<file path="config.mk">
export PLATFORM = sky130hd
export DESIGN_NAME = escs_sequencer
export DESIGN_NICKNAME = d
export VERILOG_FILES = /design/src/escs_pkg.sv /design/src/escs_timer.sv /design/src/escs_sequencer.sv
export VERILOG_INCLUDE_DIRS = /design/src
export SDC_FILE = /design/constraint.sdc
export NUM_CORES = 1
export LEC_CHECK = 0
export BUFFER_PORTS_ARGS = -buffer_cell sky130_fd_sc_hd__buf_2
export CAP_MARGIN = 20
export CORE_UTILIZATION = 40
export DETAILED_ROUTE_END_ITERATION = 8
export PLACE_DENSITY = 0.68
export SETUP_SLACK_MARGIN = 0.05
export SYNTH_ARGS = -nofsm -noshare
export SYNTH_HDL_FRONTEND = slang
export SYNTH_SLANG_ARGS = --single-unit
</file>
<file path="constraint.sdc">
create_clock -name aclk -period 7.7 [get_ports aclk]
set_clock_uncertainty 0.1 [all_clocks]
set_input_delay 1.54 -clock aclk [delete_from_list [all_inputs] [get_ports aclk]]
set_output_delay 1.54 -clock aclk [all_outputs]
set_load 0.01 [all_outputs]
</file>
<file path="src/escs_params.svh">
`ifndef ESCS_PARAMS_SVH
`define ESCS_PARAMS_SVH
// ****************************************
// register offsets (byte addresses)
// ****************************************
`define ESCS_OFF_CTRL 12'h000
`define ESCS_OFF_STATUS 12'h004
`define ESCS_OFF_IRQ_STAT 12'h008
`define ESCS_OFF_IRQ_MASK 12'h00c
`define ESCS_OFF_DV_DELAY 12'h010
`define ESCS_OFF_IGN_TIME 12'h014
`define ESCS_OFF_SPARK_TIME 12'h018
`define ESCS_OFF_HE_TIME 12'h01c
// ****************************************
// control fields (write one to pulse)
// ****************************************
`define ESCS_CTRL_BYPASS 0
`define ESCS_CTRL_START 1
`define ESCS_CTRL_CUTOFF 2
// ****************************************
// interrupt status fields
// ****************************************
`define ESCS_IRQ_READY 0
`define ESCS_IRQ_MAINSTAGE 1
`define ESCS_IRQ_CUTOFF 2
`define ESCS_IRQ_FAULT 3
`define ESCS_IRQ_W 4
// ****************************************
// reset values of timer lengths (cycles)
// ****************************************
`define ESCS_DV_DELAY_RST 32'h0000_0400
`define ESCS_IGN_TIME_RST 32'h0000_0800
`define ESCS_SPARK_TIME_RST 32'h0000_1000
`define ESCS_HE_TIME_RST 32'h0000_0400
// ****************************************
// axi responses
// ****************************************
`define ESCS_RESP_OKAY 2'h0
`define ESCS_RESP_SLVERR 2'h2
`endif

</file>
<file path="src/escs_pkg.sv">
package escs_pkg;
	// sequencer phases, gray coded along start path
	typedef enum logic [2:0] {
		ESCS_IDLE = 3'h0,
		ESCS_READY = 3'h1,
		ESCS_DV_WAIT = 3'h3,
		ESCS_IGNITION = 3'h2,
		ESCS_SPARK = 3'h6,
		ESCS_MAIN = 3'h7,
		ESCS_CUTOFF = 3'h5
	} escs_state_t;

	// valve and exciter outputs
	typedef struct packed {
		logic spark_igniter_torch;
		logic spark_gas_generator;
		logic helium_ctrl;
		logic ignition_ctrl;
		logic start_discharge_valve;
		logic mainstage_ctrl;
	} escs_valves_t;

	// interlock inputs
	typedef struct packed {
		logic fuel_inj_temp_ok;
		logic start_tank_depress;
		logic thrust_ok_a;
		logic thrust_ok_b;
	} escs_sense_t;
endpackage : escs_pkg

</file>
<file path="src/escs_timer.sv">
`timescale 1ns/1ps
`default_nettype none
// ****************************************
// one-shot down counter, expiry pulse
// ****************************************
module escs_timer
	import escs_pkg::*;
(
	// clock and reset
	input wire logic aclk,
	input wire logic aresetn,
	// control
	input wire logic load,
	input wire logic abort,
	input wire logic [31:0] length,
	// status
	output logic running,
	output logic expired
);
	logic [31:0] cnt_ff;
	logic run_ff;
	logic exp_ff;

	// a length of zero still runs one cycle so expiry is never skipped
	always_ff @(posedge aclk) begin
		if (!aresetn || abort) begin
			cnt_ff <= 32'h0;
			run_ff <= 1'b0;
			exp_ff <= 1'b0;
		end else if (load) begin
			cnt_ff <= (length == 32'h0) ? 32'h1 : length;
			run_ff <= 1'b1;
			exp_ff <= 1'b0;
		end else if (run_ff && cnt_ff == 32'h1) begin
			cnt_ff <= 32'h0;
			run_ff <= 1'b0;
			exp_ff <= 1'b1;
		end else begin
			if (run_ff) begin
				cnt_ff <= cnt_ff - 32'h1;
			end
			exp_ff <= 1'b0;
		end
	end

	assign running = run_ff;
	assign expired = exp_ff;
endmodule : escs_timer
`default_nettype wire

</file>
<file path="src/escs_sequencer.sv">
// Chosen here: the AXI4-Lite slave port and the address map.
`timescale 1ns/1ps
`default_nettype none
`include "escs_params.svh"
module escs_sequencer
	import escs_pkg::*;
(
	// clock and reset
	input wire logic aclk,
	input wire logic aresetn,
	// axi4-lite write address
	input wire logic [11:0] s_axi_awaddr,
	input wire logic s_axi_awvalid,
	output logic s_axi_awready,
	// axi4-lite write data
	input wire logic [31:0] s_axi_wdata,
	input wire logic [3:0] s_axi_wstrb,
	input wire logic s_axi_wvalid,
	output logic s_axi_wready,
	// axi4-lite write response
	output logic [1:0] s_axi_bresp,
	output logic s_axi_bvalid,
	input wire logic s_axi_bready,
	// axi4-lite read address
	input wire logic [11:0] s_axi_araddr,
	input wire logic s_axi_arvalid,
	output logic s_axi_arready,
	// axi4-lite read data
	output logic [31:0] s_axi_rdata,
	output logic [1:0] s_axi_rresp,
	output logic s_axi_rvalid,
	input wire logic s_axi_rready,
	// engine interlocks and external cutoff requests
	input wire escs_sense_t sense,
	input wire logic ext_cutoff_req,
	input wire logic reset_cond_ok,
	// engine outputs
	output escs_valves_t valves,
	output logic engine_ready,
	output logic irq
);
	// ****************************************
	// register bus
	// ****************************************
	logic [11:0] awaddr_ff;
	logic aw_held_ff;
	logic [31:0] wdata_ff;
	logic [3:0] wstrb_ff;
	logic w_held_ff;
	logic bvalid_ff;
	logic [1:0] bresp_ff;
	logic rvalid_ff;
	logic [31:0] rdata_ff;
	logic [1:0] rresp_ff;
	logic wr_fire;
	logic [31:0] dv_len_ff;
	logic [31:0] ign_len_ff;
	logic [31:0] spk_len_ff;
	logic [31:0] he_len_ff;
	logic [`ESCS_IRQ_W-1:0] irq_stat_ff;
	logic [`ESCS_IRQ_W-1:0] irq_mask_ff;
	logic cmd_bypass;
	logic cmd_start;
	logic cmd_cutoff;

	// merge a write with its byte enables
	function automatic logic [31:0] merge_be(input logic [31:0] old, input logic [31:0] nw,
		input logic [3:0] be);
		logic [31:0] r;
		r = old;
		for (int i = 0; i < 4; i++) begin
			if (be[i]) begin
				r[i*8 +: 8] = nw[i*8 +: 8];
			end
		end
		return r;
	endfunction : merge_be

	// address and data may come in either order; accept each once
	assign s_axi_awready = !aw_held_ff && !bvalid_ff;
	assign s_axi_wready = !w_held_ff && !bvalid_ff;
	assign wr_fire = aw_held_ff && w_held_ff && !bvalid_ff;

	always_ff @(posedge aclk) begin
		if (!aresetn) begin
			aw_held_ff <= 1'b0;
			awaddr_ff <= 12'h0;
		end else if (s_axi_awvalid && s_axi_awready) begin
			aw_held_ff <= 1'b1;
			awaddr_ff <= s_axi_awaddr;
		end else if (wr_fire) begin
			aw_held_ff <= 1'b0;
		end
	end

	always_ff @(posedge aclk) begin
		if (!aresetn) begin
			w_held_ff <= 1'b0;
			wdata_ff <= 32'h0;
			wstrb_ff <= 4'h0;
		end else if (s_axi_wvalid && s_axi_wready) begin
			w_held_ff <= 1'b1;
			wdata_ff <= s_axi_wdata;
			wstrb_ff <= s_axi_wstrb;
		end else if (wr_fire) begin
			w_held_ff <= 1'b0;
		end
	end

	// write response; unmapped offsets answer slverr
	always_ff @(posedge aclk) begin
		if (!aresetn) begin
			bvalid_ff <= 1'b0;
			bresp_ff <= `ESCS_RESP_OKAY;
		end else if (wr_fire) begin
			bvalid_ff <= 1'b1;
			bresp_ff <= (awaddr_ff[11:5] == 7'h0 && awaddr_ff[1:0] == 2'h0) ?
				`ESCS_RESP_OKAY : `ESCS_RESP_SLVERR;
		end else if (s_axi_bready) begin
			bvalid_ff <= 1'b0;
		end
	end
	assign s_axi_bvalid = bvalid_ff;
	assign s_axi_bresp = bresp_ff;

	// command pulses from the control register
	assign cmd_bypass = wr_fire && awaddr_ff == `ESCS_OFF_CTRL && wstrb_ff[0] &&
		wdata_ff[`ESCS_CTRL_BYPASS];
	assign cmd_start = wr_fire && awaddr_ff == `ESCS_OFF_CTRL && wstrb_ff[0] &&
		wdata_ff[`ESCS_CTRL_START];
	assign cmd_cutoff = wr_fire && awaddr_ff == `ESCS_OFF_CTRL && wstrb_ff[0] &&
		wdata_ff[`ESCS_CTRL_CUTOFF];

	// timer lengths, programmable cycle counts
	always_ff @(posedge aclk) begin
		if (!aresetn) begin
			dv_len_ff <= `ESCS_DV_DELAY_RST;
			ign_len_ff <= `ESCS_IGN_TIME_RST;
			spk_len_ff <= `ESCS_SPARK_TIME_RST;
			he_len_ff <= `ESCS_HE_TIME_RST;
			irq_mask_ff <= '0;
		end else if (wr_fire) begin
			unique case (awaddr_ff)
				`ESCS_OFF_DV_DELAY: dv_len_ff <= merge_be(dv_len_ff, wdata_ff, wstrb_ff);
				`ESCS_OFF_IGN_TIME: ign_len_ff <= merge_be(ign_len_ff, wdata_ff, wstrb_ff);
				`ESCS_OFF_SPARK_TIME: spk_len_ff <= merge_be(spk_len_ff, wdata_ff, wstrb_ff);
				`ESCS_OFF_HE_TIME: he_len_ff <= merge_be(he_len_ff, wdata_ff, wstrb_ff);
				`ESCS_OFF_IRQ_MASK: begin
					if (wstrb_ff[0]) begin
						irq_mask_ff <= wdata_ff[`ESCS_IRQ_W-1:0];
					end
				end
				default: begin
				end
			endcase
		end
	end

	// ****************************************
	// sequencer
	// ****************************************
	escs_state_t state_ff;
	escs_state_t nxt_state;
	logic thrust_ok;
	logic ext_cut_armed;
	logic dv_exp;
	logic ign_exp;
	logic spk_exp;
	logic he_exp;
	logic he_run;
	logic go_cutoff;
	logic dv_load;
	logic ign_load;
	logic spk_load;
	logic seq_abort;
	logic sparks_ff;
	logic helium_ff;
	logic fault_ev;

	assign thrust_ok = sense.thrust_ok_a || sense.thrust_ok_b;
	// the thrust switches inhibit outside cutoffs; dropping both unmasks them
	assign ext_cut_armed = ext_cutoff_req && !thrust_ok;

	// fault cutoff causes, one per running phase; none in dv_wait
	always_comb begin
		fault_ev = 1'b0;
		unique case (state_ff)
			ESCS_IGNITION: fault_ev = ign_exp && !sense.start_tank_depress;
			ESCS_SPARK: fault_ev = spk_exp && !thrust_ok;
			ESCS_MAIN: fault_ev = !thrust_ok;
			default: fault_ev = 1'b0;
		endcase
	end
	assign go_cutoff = state_ff != ESCS_IDLE && state_ff != ESCS_READY && state_ff != ESCS_CUTOFF &&
		(fault_ev || cmd_cutoff || ext_cut_armed);

	always_comb begin
		nxt_state = state_ff;
		unique case (state_ff)
			ESCS_IDLE: if (cmd_bypass && reset_cond_ok) nxt_state = ESCS_READY;
			ESCS_READY: if (cmd_start) nxt_state = ESCS_DV_WAIT;
			ESCS_DV_WAIT: if (dv_exp || !sense.fuel_inj_temp_ok) begin
				if (dv_exp && sense.fuel_inj_temp_ok) nxt_state = ESCS_IGNITION;
			end
			ESCS_IGNITION: if (sense.start_tank_depress) nxt_state = ESCS_SPARK;
			ESCS_SPARK: if (spk_exp && thrust_ok) nxt_state = ESCS_MAIN;
			ESCS_MAIN: nxt_state = ESCS_MAIN;
			ESCS_CUTOFF: if (!he_run) nxt_state = reset_cond_ok ? ESCS_READY : ESCS_IDLE;
		endcase
		if (go_cutoff) begin
			nxt_state = ESCS_CUTOFF;
		end
		// bypass skips the cutoff phase and goes straight to ready, or to idle without reset_cond_ok
		if (cmd_bypass && state_ff != ESCS_IDLE && state_ff != ESCS_CUTOFF) begin
			nxt_state = reset_cond_ok ? ESCS_READY : ESCS_IDLE;
		end
	end

	// delay in dv_wait holds until expiry latched; expiry pulse is remembered
	logic dv_done_ff;
	always_ff @(posedge aclk) begin
		if (!aresetn || state_ff != ESCS_DV_WAIT) begin
			dv_done_ff <= 1'b0;
		end else if (dv_exp) begin
			dv_done_ff <= 1'b1;
		end
	end

	always_ff @(posedge aclk) begin
		if (!aresetn) begin
			state_ff <= ESCS_IDLE;
		end else if (state_ff == ESCS_DV_WAIT && dv_done_ff && sense.fuel_inj_temp_ok && !go_cutoff
			&& !cmd_bypass) begin
			state_ff <= ESCS_IGNITION;
		end else begin
			state_ff <= nxt_state;
		end
	end

	assign dv_load = state_ff == ESCS_READY && cmd_start;
	assign ign_load = state_ff == ESCS_DV_WAIT && nxt_state != ESCS_CUTOFF &&
		(dv_exp || dv_done_ff) && sense.fuel_inj_temp_ok && !cmd_bypass;
	assign spk_load = state_ff == ESCS_IGNITION && nxt_state == ESCS_SPARK;
	assign seq_abort = go_cutoff || cmd_bypass;

	escs_timer u_dv_timer (.aclk(aclk), .aresetn(aresetn), .load(dv_load), .abort(seq_abort),
		.length(dv_len_ff), .running(), .expired(dv_exp));
	escs_timer u_ign_timer (.aclk(aclk), .aresetn(aresetn), .load(ign_load), .abort(seq_abort),
		.length(ign_len_ff), .running(), .expired(ign_exp));
	escs_timer u_spk_timer (.aclk(aclk), .aresetn(aresetn), .load(spk_load), .abort(seq_abort),
		.length(spk_len_ff), .running(), .expired(spk_exp));
	escs_timer u_he_timer (.aclk(aclk), .aresetn(aresetn), .load(go_cutoff), .abort(1'b0),
		.length(he_len_ff), .running(he_run), .expired(he_exp));

	// spark exciters on at start, off at sparks timer expiry or cutoff
	always_ff @(posedge aclk) begin
		if (!aresetn || seq_abort || spk_exp) begin
			sparks_ff <= 1'b0;
		end else if (dv_load) begin
			sparks_ff <= 1'b1;
		end
	end

	// helium stays up through the cutoff until its own timer runs out
	always_ff @(posedge aclk) begin
		if (!aresetn || he_exp || (cmd_bypass && !go_cutoff)) begin
			helium_ff <= 1'b0;
		end else if (dv_load) begin
			helium_ff <= 1'b1;
		end
	end

	// registered valve outputs derived from phase and the spark and helium flags
	always_ff @(posedge aclk) begin
		if (!aresetn) begin
			valves <= '0;
			engine_ready <= 1'b0;
		end else begin
			valves.spark_igniter_torch <= sparks_ff;
			valves.spark_gas_generator <= sparks_ff;
			valves.helium_ctrl <= helium_ff;
			valves.ignition_ctrl <= state_ff inside {ESCS_DV_WAIT, ESCS_IGNITION, ESCS_SPARK,
				ESCS_MAIN};
			valves.start_discharge_valve <= state_ff == ESCS_IGNITION;
			valves.mainstage_ctrl <= state_ff inside {ESCS_SPARK, ESCS_MAIN};
			engine_ready <= state_ff == ESCS_READY;
		end
	end

	// ****************************************
	// interrupts and read path
	// ****************************************
	logic [`ESCS_IRQ_W-1:0] irq_ev;
	logic [`ESCS_IRQ_W-1:0] irq_clr;
	assign irq_ev = {fault_ev && go_cutoff, go_cutoff, state_ff == ESCS_SPARK &&
		nxt_state == ESCS_MAIN, state_ff != ESCS_READY && nxt_state == ESCS_READY};
	assign irq_clr = (wr_fire && awaddr_ff == `ESCS_OFF_IRQ_STAT && wstrb_ff[0]) ?
		wdata_ff[`ESCS_IRQ_W-1:0] : '0;

	// a new event in the clearing cycle wins
	always_ff @(posedge aclk) begin
		if (!aresetn) begin
			irq_stat_ff <= '0;
		end else begin
			irq_stat_ff <= (irq_stat_ff & ~irq_clr) | irq_ev;
		end
	end
	assign irq = |(irq_stat_ff & irq_mask_ff);

	assign s_axi_arready = !rvalid_ff;
	always_ff @(posedge aclk) begin
		if (!aresetn) begin
			rvalid_ff <= 1'b0;
			rdata_ff <= 32'h0;
			rresp_ff <= `ESCS_RESP_OKAY;
		end else if (s_axi_arvalid && s_axi_arready) begin
			rvalid_ff <= 1'b1;
			rresp_ff <= `ESCS_RESP_OKAY;
			unique case (s_axi_araddr)
				`ESCS_OFF_CTRL: rdata_ff <= 32'h0;
				`ESCS_OFF_STATUS: rdata_ff <= {19'h0, sense, valves, state_ff};
				`ESCS_OFF_IRQ_STAT: rdata_ff <= {28'h0, irq_stat_ff};
				`ESCS_OFF_IRQ_MASK: rdata_ff <= {28'h0, irq_mask_ff};
				`ESCS_OFF_DV_DELAY: rdata_ff <= dv_len_ff;
				`ESCS_OFF_IGN_TIME: rdata_ff <= ign_len_ff;
				`ESCS_OFF_SPARK_TIME: rdata_ff <= spk_len_ff;
				`ESCS_OFF_HE_TIME: rdata_ff <= he_len_ff;
				default: begin
					rdata_ff <= 32'h0;
					rresp_ff <= `ESCS_RESP_SLVERR;
				end
			endcase
		end else if (s_axi_rready) begin
			rvalid_ff <= 1'b0;
		end
	end
	assign s_axi_rvalid = rvalid_ff;
	assign s_axi_rdata = rdata_ff;
	assign s_axi_rresp = rresp_ff;
endmodule : escs_sequencer
`default_nettype wire

</file>
==> flow_summary.json <==
{
  "drtPass1Iterations": 6,
  "fin_crit_sh_pct": 52.15,
  "ys_warn_count": 0,
  "p_per_area_nw_per_um2": 201.7,
  "viasPerCell": 6.159,
  "clk_pin_slew_worst_paths_ps": 60,
  "cts_buffers": 40,
  "report.final.hold_viol_count": 0,
  "cp_max_fo": 26,
  "rsz0062_at_grt": "no",
  "multi_input_area_um2": 9953,
  "cp.arrival_ps": 4400,
  "p_seq_share_pct": 47.7,
  "tritoncts": "built",
  "grt_max_degree": 128,
  "die_x_um": 214.5,
  "leakage_nw": 7.814,
  "fill_cells": 4317,
  "postCtsResizedCells": 0,
  "p_int_mw": 3.185,
  "outcome": "complete, no violations",
  "drt_iter0_drc": 2092,
  "hold_ws_ps": 289.9,
  "maxSlewHeadroom_pct": 26.06,
  "drv_cap": 0,
  "syn_avg_cell_area_um2": 7.720,
  "cp-end-kind": "register",
  "dp_cells": 2917,
  "place_hpwl_mm": 45.59,
  "slew_viol_final": 0,
  "routed_wl_mm": 64.51,
  "io_buffers": 119,
  "regArea_um2": 7407,
  "criticalPathCategory": "input pin to register",
  "synthesis.area_um2": 18060,
  "htreeDepth": 2,
  "fmax_ghz": 0.2490,
  "routed-via-count": 18430,
  "worstMarginPinSlew_ps": 1103,
  "r2r_cells": 9,
  "rr_endpoint": "u_ign_timer.expired",
  "start_util_pct": 40.66,
  "switchingPower_mw": 0.9466,
  "comb_power_share_pct": 3.6,
  "drive_gt1_share_pct": 11.42,
  "total_power_mw": 4.132,
  "die_height_um": 214.5,
  "crit_start": "s_axi_araddr[9]",
  "place_congestion": 0.9177,
  "r2r_slack_ps": 3890,
  "ys_seq_area_share_pct": 41.02,
  "start_kind": "input pin",
  "antenna_left": 0,
  "drc": 0,
  "cts_root_buf": "clkbuf_16",
  "grt_first_pass_wirelength_mm": 98.26,
  "ys.flop_type": "dfxtp_1",
  "pin_count": 122,
  "ys_ff_latch": 370,
  "routedWlPerCell_um": 21.56,
  "critical_path_required_ps": 8080,
  "area_growth_pct": 13.46,
  "final_cell_count_no_fill": 2992,
  "max-clock-path-buffers": 3,
  "vdd_drop_max_uv": 147.3,
  "hold_path_depth": 1,
  "rows": 77,
  "pre_cts_ws_ps": 3320,
  "core_um2": 44410,
  "numClockSinks": 370,
  "cts_setup_buffers": 0,
  "synthCells": 2339,
  "grt-ovfl-total": 0,
  "grt_usage_pct": 26.80,
  "power_frac_clock_pct": 48.8,
  "grt_pass1_vias": 16920,
  "crit_end": "s_axi_rdata[17]",
  "layout_commonest_cell": "nand2_1",
  "nets": 2451,
  "period_needed_ps": 4016,
  "power.share.switching_pct": 22.91,
  "most-common-layout-cells": "nand2_1, dfxtp_1, a21oi_1, o21ai_0, nor2_1",
  "ctsHoldBuffers": 0,
  "antenna_cells": 0,
  "die_area_um2": 46000,
  "async_flop_share_pct": 0,
  "reg2reg_from": "awaddr_ff[5]",
  "clk_latency_ps": 540,
  "worstHoldPathType": "register to register",
  "setup_tns_ps": 0,
  "synth.distinct_cells": 73,
  "synth_edf_count": 0,
  "antenna_found_initial": 1,
  "setup_viol": 0,
  "setup_slack_ps": 3684
}
## power by group through the flow
stage | clock network [mW] | logic (mW) | registers, mW
3_5_place_dp | 0 | 0.144 | 2.01
4_1_cts | 2.04 | 0.144 | 1.97
3_3_place_gp | 0 | 0.142 | 2.01
2_1_floorplan | 0 | 0.0925 | 1.99
6_report | 2.01 | 0.147 | 1.97
5_1_grt | 2.11 | 0.160 | 1.97
## area by class of cell
| type | count | area share, % |
|---|---|---|
| multi-input combinational | 1774 | 48.58 |
| sequential | 370 | 36.15 |
| clock buffer | 59 | 5.826 |
| timing repair buffer | 155 | 4.428 |
| tap | 592 | 3.615 |
| clock inverter | 13 | 0.8367 |
| inverter | 29 | 0.5558 |
## per-stage QoR
| step | utilization, % | instance area [um^2] |
|---|---|---|
| after floorplan | - | 18060 |
| after global placement | 42.89 | 19050 |
| after detailed placement | 42.96 | 19080 |
| after CTS | 46.03 | 20440 |
| after global routing | 46.13 | 20490 |
| final | 46.13 | 20490 |
## kinds of logic (layout without fill, tap and decap cells)
kind of cell | after synthesis | in the layout | share of synthesized area, %
AND/OR/NAND/NOR | 907 | 907 | 23.93
AO/OA/AOI/OAI | 747 | 747 | 24.38
flip-flops | 370 | 370 | 41.02
buffers and inverters | 196 | 256 | 4.303
XOR/XNOR | 69 | 69 | 3.347
multiplexers | 41 | 41 | 2.446
adder cells (fa/ha/maj) | 8 | 8 | 0.5543
other | 1 | 2 | 0.02077
## worst min path at each step
stage,from,endpoint,slack [ps]
2_1_floorplan,u_he_timer.expired,helium_ff,280
3_3_place_gp,u_he_timer.expired,helium_ff,280
3_5_place_dp,u_he_timer.expired,helium_ff,280
4_1_cts,u_he_timer.expired,helium_ff,290
5_1_grt,u_he_timer.expired,helium_ff,310
6_report,u_he_timer.expired,helium_ff,290
## per-layer routing
metal | up-vias | wire, um | global-route usage, %
met5 | - | 0 | 0
met4 | 0 | 2947 | 12.48
met3 | 155 | 5517 | 4.426
met2 | 847 | 29100 | 42.75
met1 | 8873 | 26950 | 35.33
li1 | 8554 | - | -
## cell usage after synthesis (15+ instances only)
cell type	number	area, um^2
xor2_1	48	420.4
nor2_1	143	536.8
a221oi_1	21	183.9
a211oi_1	16	120.1
a22oi_1	53	397.9
a21oi_1	284	1421
o211ai_1	20	150.1
or3_1	19	118.9
nand2_1	388	1456
dfxtp_1	370	7407
o21ai_0	231	1156
a21o_1	18	135.1
nor3_1	79	395.4
nor4_1	86	538.0
inv_1	27	101.4
xnor2_1	21	183.9
a31oi_1	15	93.84
mux2_2	25	281.5
clkbuf_1	151	566.8
nand4_1	29	181.4
nand3_1	56	280.3
mux2i_1	16	160.2
## critical path, cell delays in order
cell	delay (ps)
buf_2	90
nor4_1	430
nand3_1	270
nor3_1	700
nand2_1	800
a21oi_1	410
a21o_1	130
## flip-flops by register name, indices dropped and copies added, names as in the netlist, 3 cells and up
register	count
ign_len_ff	32
wdata_ff	32
awaddr_ff	12
u_dv_timer.cnt_ff	32
u_he_timer.cnt_ff	32
wstrb_ff	4
state_ff	3
irq_stat_ff	4
dv_len_ff	32
s_axi_rdata	32
irq_mask_ff	4
valves	5
u_spk_timer.cnt_ff	32
spk_len_ff	32
he_len_ff	32
u_ign_timer.cnt_ff	32
Note: power is estimated with default switching activity, not from simulation.
